## config.mk

```make
export PLATFORM = sky130hd
export DESIGN_NAME = mspwm_top
export DESIGN_NICKNAME = d
export VERILOG_FILES = /design/src/rtl/mspwm_pkg.sv /design/src/rtl/mspwm_trig_if.sv /design/src/rtl/mspwm_slave.sv /design/src/rtl/mspwm_top.sv
export VERILOG_INCLUDE_DIRS = /design/src /design/src/rtl
export SDC_FILE = /design/constraint.sdc
export NUM_CORES = 1
export LEC_CHECK = 0
export ABC_AREA = 1
export BUFFER_PORTS_ARGS = -buffer_cell sky130_fd_sc_hd__buf_4
export CORE_ASPECT_RATIO = 1.75
export CORE_UTILIZATION = 55
export DETAILED_ROUTE_END_ITERATION = 8
export PLACE_DENSITY_LB_ADDON = 0.15
export SYNTH_ARGS = -nofsm -noshare
export SYNTH_HDL_FRONTEND = slang
export SYNTH_SLANG_ARGS = --single-unit
export TNS_END_PERCENT = 5
```

## constraint.sdc

```tcl
create_clock -name ref_clk_i -period 4.45 [get_ports ref_clk_i]
set_clock_uncertainty 0.2 [all_clocks]
set_input_delay 0.2225 -clock ref_clk_i [delete_from_list [all_inputs] [get_ports ref_clk_i]]
set_output_delay 0.2225 -clock ref_clk_i [all_outputs]
set_load 0.02 [all_outputs]
```

## src/rtl/mspwm_cfg.svh

```systemverilog
// Register map, field positions, reset values and widths for the multi-slave PWM timer
`ifndef MSPWM_CFG_SVH
`define MSPWM_CFG_SVH
`define MSPWM_AW              4
`define MSPWM_DW              16
`define MSPWM_ADDR_UNIT_EN    4'h0
`define MSPWM_ADDR_START      4'h1
`define MSPWM_ADDR_STOP       4'h2
`define MSPWM_ADDR_ENSTAT     4'h3
`define MSPWM_ADDR_MODE0      4'h4
`define MSPWM_ADDR_OUTVAL     4'h7
`define MSPWM_ADDR_OUTEN      4'h8
`define MSPWM_ADDR_OUTPOL     4'h9
`define MSPWM_ADDR_OUTMODE    4'ha
`define MSPWM_ADDR_DATA0      4'hb
`define MSPWM_ADDR_CNT0       4'he
`define MSPWM_NCH             3
`define MSPWM_CH_MASTER       0
`define MSPWM_CH_S1           1
`define MSPWM_CH_S2           2
`define MSPWM_ZERO16          16'h0000
`define MSPWM_ONE16           16'h0001
`define MSPWM_TRIG_MASK       16'h0007
`endif

```

## src/rtl/mspwm_pkg.sv

```systemverilog
// Types shared by the multi-slave PWM timer modules
package mspwm_pkg;
	typedef logic [15:0] mspwm_word_t;
	typedef enum logic [1:0] {
		MSPWM_IDLE,
		MSPWM_RUN,
		MSPWM_DONE
	} mspwm_slave_st_t;
endpackage

```

## src/rtl/mspwm_trig_if.sv

```systemverilog
// Interface carrying the master period event and run state to the slave channels
`timescale 1ns/10ps
`default_nettype none
interface mspwm_trig_if;
	logic master_period_interrupt;
	logic running;
	logic unit_clear;
	modport src (output master_period_interrupt, output running, output unit_clear);
	modport snk (input master_period_interrupt, input running, input unit_clear);
endinterface
`default_nettype wire

```

## src/rtl/mspwm_slave.sv

```systemverilog
// One-count slave channel: reloads duty on the master event and times the active phase
`timescale 1ns/10ps
`include "mspwm_cfg.svh"
`default_nettype none
module mspwm_slave (
	input  wire logic                ref_clk_i,
	input  wire logic                srst_i,
	mspwm_trig_if.snk                trig,
	input  wire mspwm_pkg::mspwm_word_t duty_i,
	output var  mspwm_pkg::mspwm_word_t count_o,
	output var  logic                active_o
);
	mspwm_pkg::mspwm_slave_st_t state_ff;
	mspwm_pkg::mspwm_word_t     count_ff;
	logic                       active_ff;
	wire                        at_zero = (count_ff == `MSPWM_ZERO16);

	assign count_o  = count_ff;
	assign active_o = active_ff;

	always_ff @(posedge ref_clk_i) begin
		if (srst_i || trig.unit_clear) begin
			state_ff  <= mspwm_pkg::MSPWM_IDLE;
			count_ff  <= `MSPWM_ZERO16;
			active_ff <= 1'b0;
		end else if (trig.running) begin
			if (trig.master_period_interrupt) begin
				// Restart even mid-count; the output goes active unless the new duty is zero
				count_ff  <= duty_i;
				state_ff  <= mspwm_pkg::MSPWM_RUN;
				active_ff <= (duty_i != `MSPWM_ZERO16);
			end else begin
				unique case (state_ff)
					mspwm_pkg::MSPWM_RUN: begin
						if (at_zero || count_ff == `MSPWM_ONE16) begin
							// Count at one (or zero) ends the active phase until the next reload
							count_ff  <= `MSPWM_ZERO16;
							active_ff <= 1'b0;
							state_ff  <= mspwm_pkg::MSPWM_DONE;
						end else begin
							count_ff <= count_ff - `MSPWM_ONE16;
						end
					end
					mspwm_pkg::MSPWM_IDLE,
					mspwm_pkg::MSPWM_DONE: begin
						state_ff <= state_ff;
					end
				endcase
			end
		end
	end
endmodule // mspwm_slave
`default_nettype wire

```

## src/rtl/mspwm_top.sv

```systemverilog
// Multi-slave PWM timer: master interval channel, two one-count slaves, register port
`timescale 1ns/10ps
`include "mspwm_cfg.svh"
`default_nettype none
module mspwm_top (
	input  wire logic                    ref_clk_i,
	input  wire logic                    srst_i,
	input  wire logic [`MSPWM_AW-1:0]    addr_i,
	input  wire logic [`MSPWM_DW-1:0]    wdata_i,
	input  wire logic                    wr_i,
	input  wire logic                    rd_i,
	output logic      [`MSPWM_DW-1:0]    rdata_o,
	output logic                         master_period_interrupt_o,
	output logic      [1:0]              slave_output_pin_o,
	output logic      [1:0]              slave_output_oe_o
);
	mspwm_trig_if trig ();

	logic                   unit_en_ff;
	logic                   running_ff;
	logic                   mevt_ff;
	mspwm_pkg::mspwm_word_t mode_ff [`MSPWM_NCH];
	mspwm_pkg::mspwm_word_t data_ff [`MSPWM_NCH];
	mspwm_pkg::mspwm_word_t mcount_ff;
	mspwm_pkg::mspwm_word_t outval_ff;
	mspwm_pkg::mspwm_word_t outen_ff;
	mspwm_pkg::mspwm_word_t outpol_ff;
	mspwm_pkg::mspwm_word_t outmode_ff;
	logic [`MSPWM_DW-1:0]   rdata_ff;
	logic [1:0]             pin_ff;
	logic [1:0]             oe_ff;
	logic                   mevt_out_ff;
	mspwm_pkg::mspwm_word_t s1_count;
	mspwm_pkg::mspwm_word_t s2_count;
	logic                   s1_active;
	logic                   s2_active;

	// Strobe and address are arguments, so continuous assignments see them change
	function automatic logic wr_hit(
		input logic                 w,
		input logic [`MSPWM_AW-1:0] addr,
		input logic [`MSPWM_AW-1:0] a
	);
		wr_hit = w && (addr == a);
	endfunction

	// Writes other than to the unit enable register are ignored while the unit is disabled
	wire wr_en      = unit_en_ff;
	wire wr_unit    = wr_hit(wr_i, addr_i, `MSPWM_ADDR_UNIT_EN);
	wire start_hit  = wr_en && wr_hit(wr_i, addr_i, `MSPWM_ADDR_START) && (wdata_i[2:0] != 3'h0);
	wire stop_hit   = wr_en && wr_hit(wr_i, addr_i, `MSPWM_ADDR_STOP) && (wdata_i[2:0] != 3'h0);
	wire unit_clear = wr_unit && !wdata_i[0];
	wire m_zero     = (mcount_ff == `MSPWM_ZERO16);
	wire cfg_wr     = wr_en && !running_ff;
	wire data_wr    = wr_en;
	wire [1:0] s_act = {s2_active, s1_active};
	wire [1:0] drive = s_act ^ outpol_ff[2:1];
	wire [1:0] en2   = outen_ff[2:1];

	assign trig.master_period_interrupt = mevt_ff;
	assign trig.running                 = running_ff;
	assign trig.unit_clear              = unit_clear;

	always_ff @(posedge ref_clk_i) begin
		if (srst_i || unit_clear) begin
			unit_en_ff <= srst_i ? 1'b0 : 1'b0;
		end else if (wr_unit) begin
			unit_en_ff <= wdata_i[0];
		end
	end

	// Start and stop are trigger writes; nothing stores them
	always_ff @(posedge ref_clk_i) begin
		if (srst_i || unit_clear) begin
			running_ff <= 1'b0;
		end else if (stop_hit) begin
			running_ff <= 1'b0;
		end else if (start_hit) begin
			running_ff <= 1'b1;
		end
	end

	// Master interval counter; the event fires as counting starts and at each zero
	always_ff @(posedge ref_clk_i) begin
		if (srst_i || unit_clear) begin
			mcount_ff <= `MSPWM_ZERO16;
			mevt_ff   <= 1'b0;
		end else if (start_hit && !running_ff) begin
			mcount_ff <= data_ff[`MSPWM_CH_MASTER];
			mevt_ff   <= 1'b1;
		end else if (running_ff && !stop_hit) begin
			if (m_zero) begin
				mcount_ff <= data_ff[`MSPWM_CH_MASTER];
				mevt_ff   <= 1'b1;
			end else begin
				mcount_ff <= mcount_ff - `MSPWM_ONE16;
				mevt_ff   <= 1'b0;
			end
		end else begin
			mevt_ff <= 1'b0;
		end
	end

	// Mode, polarity and output mode are taken only while stopped; data, output value and output enable at any time
	always_ff @(posedge ref_clk_i) begin
		if (srst_i || unit_clear) begin
			for (int i = 0; i < `MSPWM_NCH; i++) begin
				mode_ff[i] <= `MSPWM_ZERO16;
				data_ff[i] <= `MSPWM_ZERO16;
			end
			outval_ff  <= `MSPWM_ZERO16;
			outen_ff   <= `MSPWM_ZERO16;
			outpol_ff  <= `MSPWM_ZERO16;
			outmode_ff <= `MSPWM_ZERO16;
		end else begin
			for (int i = 0; i < `MSPWM_NCH; i++) begin
				if (cfg_wr && wr_hit(wr_i, addr_i, `MSPWM_ADDR_MODE0 + 4'(i))) begin
					mode_ff[i] <= wdata_i;
				end
				if (data_wr && wr_hit(wr_i, addr_i, `MSPWM_ADDR_DATA0 + 4'(i))) begin
					data_ff[i] <= wdata_i;
				end
			end
			if (wr_en && wr_hit(wr_i, addr_i, `MSPWM_ADDR_OUTVAL)) begin
				outval_ff <= wdata_i;
			end
			if (wr_en && wr_hit(wr_i, addr_i, `MSPWM_ADDR_OUTEN)) begin
				outen_ff <= wdata_i;
			end
			if (cfg_wr && wr_hit(wr_i, addr_i, `MSPWM_ADDR_OUTPOL)) begin
				outpol_ff <= wdata_i;
			end
			if (cfg_wr && wr_hit(wr_i, addr_i, `MSPWM_ADDR_OUTMODE)) begin
				outmode_ff <= wdata_i;
			end
		end
	end

	mspwm_slave u_slave1 (
		.ref_clk_i (ref_clk_i),
		.srst_i    (srst_i),
		.trig      (trig),
		.duty_i    (data_ff[`MSPWM_CH_S1]),
		.count_o   (s1_count),
		.active_o  (s1_active)
	);

	mspwm_slave u_slave2 (
		.ref_clk_i (ref_clk_i),
		.srst_i    (srst_i),
		.trig      (trig),
		.duty_i    (data_ff[`MSPWM_CH_S2]),
		.count_o   (s2_count),
		.active_o  (s2_active)
	);

	// Pins: counting drives them when enabled in output mode and running, and holds them while stopped; otherwise the value bit
	always_ff @(posedge ref_clk_i) begin
		if (srst_i || unit_clear) begin
			pin_ff <= 2'h0;
			oe_ff  <= 2'h0;
		end else begin
			oe_ff <= {unit_en_ff, unit_en_ff};
			for (int k = 0; k < 2; k++) begin
				if (en2[k] && outmode_ff[k+1]) begin
					if (running_ff) begin
						pin_ff[k] <= drive[k];
					end else begin
						pin_ff[k] <= pin_ff[k];
					end
				end else begin
					pin_ff[k] <= outval_ff[k+1];
				end
			end
		end
	end

	always_ff @(posedge ref_clk_i) begin
		if (srst_i) begin
			mevt_out_ff <= 1'b0;
		end else begin
			mevt_out_ff <= mevt_ff;
		end
	end

	// Read mux; addresses not listed (start, stop) fall to the slave 2 count and are zeroed at the read register
	logic [`MSPWM_DW-1:0] rd_mux;
	always_comb begin
		rd_mux = `MSPWM_ZERO16;
		unique case (addr_i)
			`MSPWM_ADDR_UNIT_EN: rd_mux = {15'h0, unit_en_ff};
			`MSPWM_ADDR_ENSTAT:  rd_mux = {13'h0, {3{running_ff}}};
			4'h4:                rd_mux = mode_ff[0];
			4'h5:                rd_mux = mode_ff[1];
			4'h6:                rd_mux = mode_ff[2];
			`MSPWM_ADDR_OUTVAL:  rd_mux = outval_ff;
			`MSPWM_ADDR_OUTEN:   rd_mux = outen_ff;
			`MSPWM_ADDR_OUTPOL:  rd_mux = outpol_ff;
			`MSPWM_ADDR_OUTMODE: rd_mux = outmode_ff;
			4'hb:                rd_mux = data_ff[0];
			4'hc:                rd_mux = data_ff[1];
			4'hd:                rd_mux = data_ff[2];
			`MSPWM_ADDR_CNT0:    rd_mux = mcount_ff;
			4'hf:                rd_mux = s1_count;
			default:             rd_mux = s2_count;
		endcase
	end

	always_ff @(posedge ref_clk_i) begin
		if (srst_i) begin
			rdata_ff <= `MSPWM_ZERO16;
		end else if (rd_i) begin
			rdata_ff <= (addr_i == `MSPWM_ADDR_START || addr_i == `MSPWM_ADDR_STOP)
				? `MSPWM_ZERO16 : rd_mux;
		end else begin
			rdata_ff <= `MSPWM_ZERO16;
		end
	end

	assign rdata_o                   = rdata_ff;
	assign master_period_interrupt_o = mevt_out_ff;
	assign slave_output_pin_o        = pin_ff;
	assign slave_output_oe_o         = oe_ff;

	AST_MASTER_RELOAD: assert property (@(posedge ref_clk_i) disable iff (srst_i)
		running_ff && m_zero && !stop_hit && !unit_clear |=> mevt_ff
			&& mcount_ff == $past(data_ff[0]))
		else $error("Master did not reload at zero");
	AST_MASTER_DOWN: assert property (@(posedge ref_clk_i) disable iff (srst_i)
		running_ff && !m_zero && !stop_hit && !unit_clear |=> !mevt_ff
			&& mcount_ff == $past(mcount_ff) - 16'h0001)
		else $error("Master did not count down");
	AST_START_EVT: assert property (@(posedge ref_clk_i) disable iff (srst_i)
		start_hit && !running_ff && !unit_clear |=> running_ff && mevt_ff)
		else $error("Start did not raise status and event");
	AST_STOP_HOLD: assert property (@(posedge ref_clk_i) disable iff (srst_i)
		stop_hit && !unit_clear |=> !running_ff ##1 ($past(start_hit) || $past(unit_clear)
			|| mcount_ff == $past(mcount_ff)))
		else $error("Stop did not hold the counter");
	AST_S1_LOAD: assert property (@(posedge ref_clk_i) disable iff (srst_i)
		mevt_ff && running_ff && !unit_clear |=> s1_count == $past(data_ff[1]))
		else $error("Slave 1 did not load its duty");
	AST_S2_LOAD: assert property (@(posedge ref_clk_i) disable iff (srst_i)
		mevt_ff && running_ff && !unit_clear |=> s2_count == $past(data_ff[2]))
		else $error("Slave 2 did not load its duty");
	AST_PIN_HOLD: assert property (@(posedge ref_clk_i) disable iff (srst_i)
		!running_ff && en2[0] && outmode_ff[1] && !unit_clear |=> $stable(pin_ff[0]))
		else $error("Pin changed while stopped");
	AST_POLARITY: assert property (@(posedge ref_clk_i) disable iff (srst_i)
		running_ff && en2[0] && outmode_ff[1] && !unit_clear
			|=> pin_ff[0] == ($past(s1_active) ^ $past(outpol_ff[1])))
		else $error("Pin level does not follow polarity");
	AST_NO_WR_DIS: assert property (@(posedge ref_clk_i) disable iff (srst_i)
		!unit_en_ff && !wr_unit |=> $stable(outval_ff) && $stable(data_ff[0]))
		else $error("Write accepted while unit disabled");
	AST_UNIT_CLR: assert property (@(posedge ref_clk_i) disable iff (srst_i)
		unit_clear |=> outval_ff == 16'h0000 && oe_ff == 2'h0 && !running_ff)
		else $error("Unit clear did not initialise");
endmodule // mspwm_top
`default_nettype wire

```

; After elaboration in Yosys (flattened, before gate mapping)
; Memory sizes are Yosys's and may differ from the RTL's.
; Index checks and enable logic that the tools add are counted.
; W data, S select, Z words.
[word_totals]
register_bits = 141
ram_bits = 96
input_bits = 24
output_inout_bits = 21
wordCells = 178
mem_count = 2
[memory_table]
columns = name, words, word_bits, rd, rd_clocked_by_memory_dff, wr, line
row1 = data_ff, 3, 16, 3, 0, 3, mspwm_top.sv:23  ; mspwm_pkg::mspwm_word_t data_ff [`MSPWM_NCH];
row2 = mode_ff, 3, 16, 3, 0, 3, mspwm_top.sv:22  ; mspwm_pkg::mspwm_word_t mode_ff [`MSPWM_NCH];
[classes]
n_addsub = 3
n_eq_ne = 27
muxes = 55
bitwise_logic = 8
n_reduce_logical = 64
[ops]
columns = cell, count
row1 = $mux W16, 15
row2 = $pmux W16 S14, 1
row3 = $logic_not A16 Y1, 3
row4 = $sub A16 B1 Y16 const B, 3
row5 = $logic_and A1 B1 Y1, 33
row6 = $mux W1, 33
row7 = $eq A16 B1 Y1 const B, 2
row8 = $eq A4 B4 Y1 const B, 8
row9 = $reduce_bool A16 Y1, 2
row10 = $eq A4 B3 Y1 const B, 4
row11 = $mux W2, 6
row12 = $reduce_and A3 Y1, 4
row13 = $reduce_bool A2 Y1, 5
row14 = $eq A4 B2 Y1 const B, 2
row15 = $ne A2 B2 Y1 const B, 4
row16 = $ne A3 B2 Y1 const B, 2
row17 = $or A1 B1 Y1, 6
row18 = $reduce_or A2 Y1, 3
row19 = $eq A2 B1 Y1 const B, 2
row20 = $eq A2 B2 Y1 const B, 2
row21 = $eq A4 B1 Y1 const B, 1
row22 = $logic_not A2 Y1, 2
row23 = $logic_not A4 Y1, 1
row24 = $logic_or A1 B1 Y1, 4
row25 = 6 further kinds, 9

; Logic depth before layout (Yosys ltp)
; Gate-level depths: netlist (run 1).
[depth]
word_depth = 8
mapped_depth = 12
depth_no_buf = 11

; Modules after synthesis
; Synthesis (run 1) repeated with hierarchy kept, for this count alone.
[hier_totals]
cells_unflattened = 1537
hier_area_um2 = 11696.2
[by_module_without_submodules]
columns = mod, n_inst, cells_each, area_per_inst_um2, seq_area_each_um2
row1 = mspwm_top, 1, 1089, 8923.6, 4944.7
row2 = mspwm_slave, 2, 224, 1386.3, 380.4

; Worst setup path before layout (run 1)
; OpenSTA, ideal clock, no wires.
[synth_path]
kind = register to register
startpoint = register running_ff
endpoint = memory mode_ff[0][0] in the netlist's numbering, enable pin
t_arrival_ns = 1.884
required_ns = 3.839
slack_ns = 1.955
path_stages_with_launch = 5
path_buffers = 1
path_cell_list = dfxtp_1 > buf_2 > nor2_2 > inv_1 > o21ai_0
[synth_lines]
columns = item, line
row1 = "start, declared", mspwm_top.sv:20  ; logic running_ff;
row2 = "start signal, assigned", mspwm_top.sv:75  ; running_ff <= 1'b0;
row3 = "start signal, assigned", mspwm_top.sv:77  ; running_ff <= 1'b0;
row4 = "start signal, assigned", mspwm_top.sv:79  ; running_ff <= 1'b1;
row5 = "end, declared", mspwm_top.sv:22

; Worst setup path in the final report (run 1)
[layout_path]
startpoint = register running_ff
endpoint = register mevt_ff
[layout_via]
elab_chain_len = 3
elab_cells_between_ends = 5
classes_between = mux (2) / reduce/logical (3)
[layout_lines]
columns = item, line
row1 = $logic_and A1 B1 Y1 or $logic_not A1 Y1 (tied branches), "mspwm_top.sv:91, mspwm_top.sv:88"
row2 = $mux W1 or $logic_and A1 B1 Y1 (tied branches), "mspwm_top.sv:91, mspwm_top.sv:88"
row3 = $mux W1 (*), mspwm_top.sv:88  ; end else if (start_hit && !running_ff) begin
row4 = "end signal, assigned", mspwm_top.sv:87  ; mevt_ff <= 1'b0;
row5 = "end signal, assigned", mspwm_top.sv:90  ; mevt_ff <= 1'b1;
row6 = "end signal, assigned", mspwm_top.sv:94  ; mevt_ff <= 1'b1;
row7 = "end, declared", mspwm_top.sv:21  ; logic mevt_ff;
; Mark *: on every way between the ends. The rest lies on a longest branch, timed or not.
; A chain may end at the register's enable or synchronous reset.

==> out/metrics.yaml, run 1 <==
global_route:
  first_global_vias: 9604
  antenna_found_initial: 0
  grt_pass1_wl_um: 53800
  overflow: 0
  grt_max_degree: 38
  grt_use_total_pct: 35.1
critical_path:
  r2r_slack_ps: 1880
  crit_type: "flop to flop"
  cp.arrival_ps: 2770
  cp_cell_sequence: "inv_1, nand4_4, nand2_2, inv_1, nor3_1"
  path_max_fanout: 24
  required_ps: 4650
  rr_worst_depth: 5
  cpPeakStageDelay_ps: 490
  cp-start-kind: "flop"
  path_common_cell: "inv_1"
  rr_startpoint: "running_ff"
  cp-end-kind: "flop"
  r2r-end: "mevt_ff"
  cpMaxStageDelayCell: "nand2_2"
synthesis:
  muxShareOfSynthArea_pct: 0
  netlist_area_sq_mm: 0.0111
  synth.distinct_cells: 39
  synth_fa_ha_area_share_pct: 0.676
  synthFlopType: "dfxtp_1"
  yosys_warnings: 0
  synth_seq_area_share_pct: 51.4
  synth_top_family_by_area: "simple AND/OR/NAND/NOR gates"
  synth_compound_area_share_pct: 12.5
  synthSimpleGateAreaFrac_pct: 26.8
  synth-seq-cells: 237
  synth.net_count: 1450
  synthCells: 1420
  synth.avg_cell_area_sq_um: 7.82
  synth_edf_count: 96
  synth-xor-area-share_pct: 1.74
  ys_async_sr_fraction_pct: 0
clock_tree:
  post_cts_resize_count: 0
  clk_pin_slew_ps: 70
  h-tree-depth: 1
  clk_latency_ps: 520
  cts_root_buf: "clkbuf_16"
  cts_tree: "yes"
  cts_buffer_depth: 3
  cts_buffers: 22
  clkSinkCount: 237
timing:
  max_clock_freq_ghz: 0.389
  timing.final.crit_share_pct: 57.7
  period_minus_slack_ps: 2570
  relSlewSlack_pct: 35.9
  fin_setup_tns_ps: 0
  setup_viol: 0
  hold_viol: 0
  rsz0062_at_grt: "false"
  worstMarginPinSlew_ps: 955
  slew_viol_final: 0
  hold_slack_ps: 24.7
job:
  drv_cap: 0
floorplanning:
  row_count: 68
  initial_core_util_pct: 56.3
  die_h_um: 190
  fp.coreArea_sq_mm: 0.0197
  die_w_um: 109
  ios: 45
  die-area_sq_mm: 0.0208
detailed_routing:
  vias_per_cell: 5.88
  drt_iter0_drc: 877
  wirelength_um: 35500
  num_vias: 10126
  drc_errors: 0
  drt_first_pass_iters: 6
  ant_nets: 0
  route.detailed.wl_per_inst_um: 20.6
layout:
  mostFrequentLayoutCells: "nand2_1, a21oi_1, nor2_1"
  drive_gt1_share_pct: 7.85
  largest_registers: "data_ff (48), mode_ff (48)"
  layout.cells.non_filler: 1723
  n_fill_cell: 1793
  final_common_cell: "nand2_1"
  fin_nets: 1492
  area_delta_synth_final_pct: 11.8
  n_antenna_cell: 0
status:
  status: "completed"
power_and_ir_drop:
  p_clk_share_pct: 42.3
  p_int_mw: 3.38
  switching_share_pct: 23.2
  seqPwrFrac_pct: 52.6
  p_leak_nw: 5.04
  peakVddDrop_mv: 0.377
  power.switching_mw: 1.02
  pwr-share-comb_pct: 5.0
  powerDensity_mw_per_mm2: 354
hold_path:
  hold_start: "addr_i[2]"
  min_path_cells: 5
  min_to: "data_wr"
  min_path_type: "input port to flop"
placement:
  dp_hpwl_um: 26100
  gp_congestion: 0.978
  io_buffer_count: 44
  placed_cells: 1665
power groups by stage:
stage,Sequential (mW),Clock (mW),Combinational [mW]
2_1_floorplan,2.36,0,0.0991
3_3_place_gp,2.36,0,0.205
3_5_place_dp,2.36,0,0.203
4_1_cts,2.31,1.86,0.217
5_1_grt,2.32,1.95,0.231
6_report,2.31,1.86,0.222
what timing repair did:
action | in CTS | in global routing
endpoints found under the hold margin | 91 | 0
setup buffers | 0 | 0
hold buffers | 18 | 0
worst max path at each step:
stage	start	end	slack, ps	depth (start not counted)
floorplan	running_ff	mode_ff[0][0]	1950	4
global placement	addr_i[1]	mevt_ff	1930	8
detailed placement	addr_i[1]	data_ff[0][29]	1880	7
CTS	running_ff	mevt_ff	1940	5
global route	mcount_ff[0]	mcount_ff[13]	1820	10
finish	running_ff	mevt_ff	1880	5
critical path: cells and delay by family, from the launching register on:
family / cells / cell delay, ps
flops: 1 / 470
buf+inv: 2 / 640
simple gates: 3 / 1100
area by class of cell:
class / instances / area (sq um) / share of cell area (%)
clock buffer: 28 / 604 / 4.87
clock inverter: 12 / 92.6 / 0.746
inverter: 128 / 480 / 3.87
multi-input combinational: 1000 / 4640 / 37.3
sequential: 237 / 5710 / 45.9
tap: 245 / 307 / 2.47
timing repair buffer: 73 / 593 / 4.78
synthesized netlist by cell type (2+ instances only):
master / count / area, sq um
nand2_1: 435 / 1630
a21oi_1: 152 / 761
nor2_1: 148 / 556
dfxtp_1: 141 / 2820
inv_1: 122 / 458
edfxtp_1: 96 / 2880
o21ai_0: 65 / 325
nand3_1: 58 / 290
buf_2: 28 / 140
nor3_1: 23 / 115
nand4_1: 21 / 131
xor2_1: 18 / 158
clkbuf_1: 16 / 60.1
o2111ai_1: 16 / 140
buf_4: 8 / 60.1
nor2_2: 8 / 50.1
nor4_1: 8 / 50.1
ha_1: 6 / 75.1
inv_2: 6 / 22.5
nand2_2: 6 / 37.5
o22ai_1: 6 / 37.5
nor2_4: 5 / 56.3
o211ai_1: 5 / 37.5
o21a_1: 4 / 30.0
xnor2_1: 4 / 35.0
clkbuf_2: 2 / 10.0
metal layers:
metal | up-vias | share of wire [%] | global-route usage, %
met5 | - | 0 | 0
li1 | 4768 | - | -
met1 | 4691 | 34 | 39.2
met2 | 513 | 52 | 61.9
met3 | 154 | 6.6 | 3.73
met4 | 0 | 7.6 | 23.2
metrics by stage:
stage	instance area [sq um]	worst slack, ps	power (mW)	util [%]
global placement	11500	1930	2.57	58.5
CTS	12400	1940	4.39	62.9
detailed placement	11500	1880	2.56	58.5
finish	12400	1880	4.40	62.9
floorplan	11100	1950	2.46	-
global route	12400	1820	4.50	62.9
cell families (layout without fill, tap and decap cells):
kind of cell | after synthesis | in the layout
buffers and inverters | 183 | 241
AO/OA/AOI/OAI | 255 | 255
adder cells (fa/ha/maj) | 6 | 6
AND/OR/NAND/NOR | 717 | 717
XOR/XNOR | 22 | 22
flip-flops | 237 | 237
Note: power is estimated with default switching activity, not from simulation.
==> run 2: changes to the inputs <==
==> constraint.sdc (replaced) <==
create_clock -name ref_clk_i -period 2.55 [get_ports ref_clk_i]
set_clock_uncertainty 0.2 [all_clocks]
set_input_delay 0.1275 -clock ref_clk_i [delete_from_list [all_inputs] [get_ports ref_clk_i]]
set_output_delay 0.1275 -clock ref_clk_i [all_outputs]
set_load 0.02 [all_outputs]
==> out/metrics.yaml, run 2 (synthesis gave the netlist of run 1 again) <==
floorplanning:
  fp.coreArea_sq_mm: 0.0197
  row_count: 68
  ios: 45
  die_w_um: 109
  initial_core_util_pct: 56.3
  die_h_um: 190
  die-area_sq_mm: 0.0208
detailed_routing:
  wirelength_um: 36200
  ant_nets: 0
  num_vias: 10184
  drt_first_pass_iters: 5
  route.detailed.wl_per_inst_um: 20.6
  vias_per_cell: 5.80
  drc_errors: 0
  drt_iter0_drc: 728
layout:
  n_antenna_cell: 0
  largest_registers: "data_ff (48), mode_ff (48)"
  fin_nets: 1524
  area_delta_synth_final_pct: 14.8
  drive_gt1_share_pct: 9.54
  n_fill_cell: 1709
  mostFrequentLayoutCells: "nand2_1, a21oi_1, nor2_1"
  utilization_pct: 64.6
  final_common_cell: "nand2_1"
global_route:
  grt_use_met2_pct: 61.9
  groute.layer.met3.usage_pct: 4.97
  grt_max_degree: 33
  use_met1_pct: 37.4
  overflow: 0
  grt_pass1_wl_um: 54500
  grt_use_total_pct: 35.8
  first_global_vias: 10097
  antenna_found_initial: 0
  top_usage_layer: "met2"
hold_path:
  min_to: "master_period_interrupt_o"
  min_path_type: "input port to flop"
  hold_start: "srst_i"
  min_path_cells: 3
timing:
  slew_viol_final: 0
  fin_setup_tns_ps: 0
  relSlewSlack_pct: 53.4
  rsz0062_at_grt: "false"
  period_minus_slack_ps: 2390
  timing.final.crit_share_pct: 93.9
  worstMarginPinSlew_ps: 699
  max_clock_freq_ghz: 0.418
  setup_viol: 0
  hold_viol: 0
  timing.final.ws_setup_ps: 155
critical_path:
  cpPeakStageDelay_ps: 610
  path_max_fanout: 4
  cp_cell_sequence: "dlygate4sd3_1, buf_4, nor2_2, nand2_1, dlygate4sd3_1, nor2_4, nand2_1, dlygate4sd3_1, a21oi_1"
  cp-start-kind: "input port"
  crit_type: "input port to flop"
  required_ps: 2810
  r2r_slack_ps: 270
  r2r-end: "mcount_ff[6]"
  rr_worst_depth: 7
  rr_startpoint: "running_ff"
  cp.arrival_ps: 2650
  cpMaxStageDelayCell: "dlygate4sd3_1"
  path_common_cell: "dlygate4sd3_1"
  cp-end-kind: "flop"
clock_tree:
  clkSinkCount: 237
  cts_buffers: 22
  clk_pin_slew_ps: 70
  cts_buffer_depth: 3
  clk_latency_ps: 530
  cts_tree: "yes"
  h-tree-depth: 1
  cts_root_buf: "clkbuf_16"
  cts_setup_buffers: 0
power_and_ir_drop:
  peakVddDrop_mv: 0.609
  powerDensity_mw_per_mm2: 622
  p_leak_nw: 5.22
placement:
  dp_hpwl_um: 26800
  dp_slack_ps: 296
  io_buffer_count: 44
  gp_congestion: 0.978
job:
  drv_cap: 0
status:
  status: "completed"
## run 2: worst max-delay path by stage
| stage | slack, ps | from | endpoint |
|---|---|---|---|
| floorplan | 50 | running_ff | mode_ff[0][32] |
| global placement | 330 | running_ff | mcount_ff[5] |
| detailed placement | 300 | mcount_ff[0] | mcount_ff[10] |
| CTS | 140 | addr_i[1] | outen_ff[2] |
| global route | 70 | addr_i[3] | outen_ff[2] |
| finish | 160 | addr_i[1] | outen_ff[2] |
## run 2: critical path: cells and delay by family
| kind | cells | cell delay, ps |
|---|---|---|
| compound gates | 1 | 140 |
| simple gates | 4 | 510 |
| buf+inv | 4 | 1870 |
## run 2: power breakdown
group / internal [mW] / leakage, nW / switching [mW]
logic: 0.119 / 2.72 / 0.285
registers: 4.00 / 2.13 / 0.0321
clock network: 2.05 / 0.370 / 1.45
## run 2: final cells by class
cell class	instances	area [sq um]	area share [%]
multi-input cells	1000	4640	36.4
clock inverters	8	118	0.922
clock buffers	32	639	5.01
well taps	245	307	2.40
flip-flops and latches	237	5710	44.7
inverters	128	480	3.77
repair buffers	105	863	6.77
## run 2: timing repair
| item | CTS | global route |
|---|---|---|
| setup endpoints to repair | 0 | 1 |
| hold buffers | 25 | 0 |
| hold endpoints to repair | 168 | 0 |
| resized for setup | 0 | 1 |
## run 2: per-layer routing
metal | vias to the layer above | routed length [um]
met5 | - | 0
met4 | 0 | 3340
met3 | 169 | 2320
met2 | 490 | 18400
met1 | 4710 | 12100
li1 | 4815 | -
## run 2: stage by stage
step                      hold slack, ps  cell area (sq um)  std cells  total power [mW]
final                                201              12800       1755              7.93
after global routing                 250              12800       1755              8.10
after CTS                            177              12700       1755              7.94
after detailed placement             174              11700       1690              4.48
after global placement               172              11700       1690              4.48
after floorplan                   -0.117              11100       1420              4.29
==> run 3: changes to the inputs <==
--- a/config.mk
+++ b/config.mk
@@ -11,7 +11,7 @@
 export CORE_ASPECT_RATIO = 1.75
 export CORE_UTILIZATION = 55
 export DETAILED_ROUTE_END_ITERATION = 8
-export PLACE_DENSITY_LB_ADDON = 0.15
+export PLACE_DENSITY = 0.74
 export SYNTH_ARGS = -nofsm -noshare
 export SYNTH_HDL_FRONTEND = slang
 export SYNTH_SLANG_ARGS = --single-unit
==> out/metrics.yaml, run 3 (synthesis gave the netlist of run 1 again) <==
status:
  status: "completed"
clock_tree:
  clk_latency_ps: 510
  post_cts_resize_count: 0
  cts_setup_buffers: 0
  h-tree-depth: 1
  clk_pin_slew_ps: 70
  cts_tree: "yes"
  cts_root_buf: "clkbuf_16"
  clkSinkCount: 237
  cts_buffer_depth: 3
  cts_buffers: 23
detailed_routing:
  drt_first_pass_iters: 8
  drt_iter0_drc: 887
  ant_nets: 0
  route.detailed.wl_per_inst_um: 20.6
  drc_errors: 0
  num_vias: 10383
  vias_per_cell: 5.91
  wirelength_um: 36200
placement:
  gp_congestion: 1.09
  placed_cells: 1692
  post_dp_cell_area_sq_mm: 0.0118
  dp_hpwl_um: 26400
  io_buffer_count: 44
  dp_slack_ps: 201
layout:
  final_common_cell: "nand2_1"
  multi_input_area_sq_mm: 0.00464
  area_delta_synth_final_pct: 15.1
  layout.cells.non_filler: 1756
  fin_nets: 1525
  utilization_pct: 64.8
  mostFrequentLayoutCells: "nand2_1, a21oi_1, nor2_1"
  drive_gt1_share_pct: 9.79
  fin_area_sq_mm: 0.0128
  largest_registers: "data_ff (48), mode_ff (48)"
  register_area_sq_mm: 0.00571
  n_fill_cell: 1704
  n_antenna_cell: 0
timing:
  setup_viol: 0
  timing.final.crit_share_pct: 96.3
  hold_slack_ps: 218
  hold_viol: 0
  max_clock_freq_ghz: 0.407
  timing.final.ws_setup_ps: 94.5
  period_minus_slack_ps: 2460
  slew_viol_final: 0
  rsz0062_at_grt: "false"
  relSlewSlack_pct: 58.0
  fin_setup_tns_ps: 0
  worstMarginPinSlew_ps: 629
critical_path:
  required_ps: 2740
  path_common_cell: "inv_1"
  cpMaxStageDelayCell: "nor3_1"
  path_max_fanout: 19
  cpPeakStageDelay_ps: 370
  cp-start-kind: "flop"
  cp_cell_sequence: "inv_1, ha_1, nand2_1, nor2_1, nand3_2, nand2_2, inv_1, nor3_1"
  crit_start: "mcount_ff[0]"
  crit_family: "simple AND/OR/NAND/NOR gates"
  cp.arrival_ps: 2640
  r2r_slack_ps: 90
  rr_startpoint: "mcount_ff[0]"
  crit_type: "flop to flop"
  cp-end-kind: "flop"
  critPathBufInv: 2
hold_path:
  hold_start: "srst_i"
  min_path_type: "input port to flop"
global_route:
  overflow: 0
  grt_max_degree: 58
  grt_pass1_wl_um: 56000
  grt_use_total_pct: 36.3
  first_global_vias: 10214
  antenna_found_initial: 0
floorplanning:
  ios: 45
  die_h_um: 190
  die_w_um: 109
  fp.coreArea_sq_mm: 0.0197
  die-area_sq_mm: 0.0208
  initial_core_util_pct: 56.3
  row_count: 68
power_and_ir_drop:
  peakVddDrop_mv: 0.613
  total_power_mw: 8.07
  p_leak_nw: 5.25
  powerDensity_mw_per_mm2: 631
job:
  drv_cap: 0
run 3: cell count changes in the layout (fill, tap and decap cells not counted):
cell           change
nor2_1             +1
clkinv_1           +2
clkbuf_1           -4
nor2_2             -1
clkinv_4           +2
clkbuf_16          +2
inv_6              +1
buf_4              +2
dlygate4sd3_1      -2
clkbuf_8           -2
run 3: layout make-up:
cell class,instances,share of cell area (%)
clock inverter,13,1.18
multi-input combinational,1000,36.3
clock buffer,28,5.06
tap,245,2.40
sequential,237,44.6
inverter,128,3.76
timing repair buffer,105,6.71
run 3: worst paths after layout:
path / to / cells past startpoint
worst max register to register: mevt_ff / 8
worst min register to register: u_slave2.state_ff[1] / 2
worst max-delay path: mevt_ff / 8
worst min-delay path: master_period_interrupt_o / 3
run 3: what timing repair did:
item,in CTS,in global routing
setup endpoints to repair,0,0
hold buffers,23,0
hold endpoints to repair,171,0
run 3: worst register-to-register path, delay by kind of cell (launching register included):
family / cells / cell delay, ps
flops: 1 / 330
fa+ha+maj: 1 / 190
simple gates: 5 / 1150
buf+inv: 2 / 470
run 3: metal layers:
metal	track usage (%)	part of all wire (%)	routed length, um	up-vias
li1	-	-	-	4831
met5	0	0	0	-
met2	64.1	52	18600	525
met3	4.32	6.3	2290	167
met4	24.2	8.0	2910	0
met1	39.9	34	12300	4860
run 3: report_power, final:
part           switching, mW  internal, mW  total (mW)
logic                  0.278         0.120       0.399
clock network           1.51          2.12        3.63
registers             0.0372          4.00        4.04
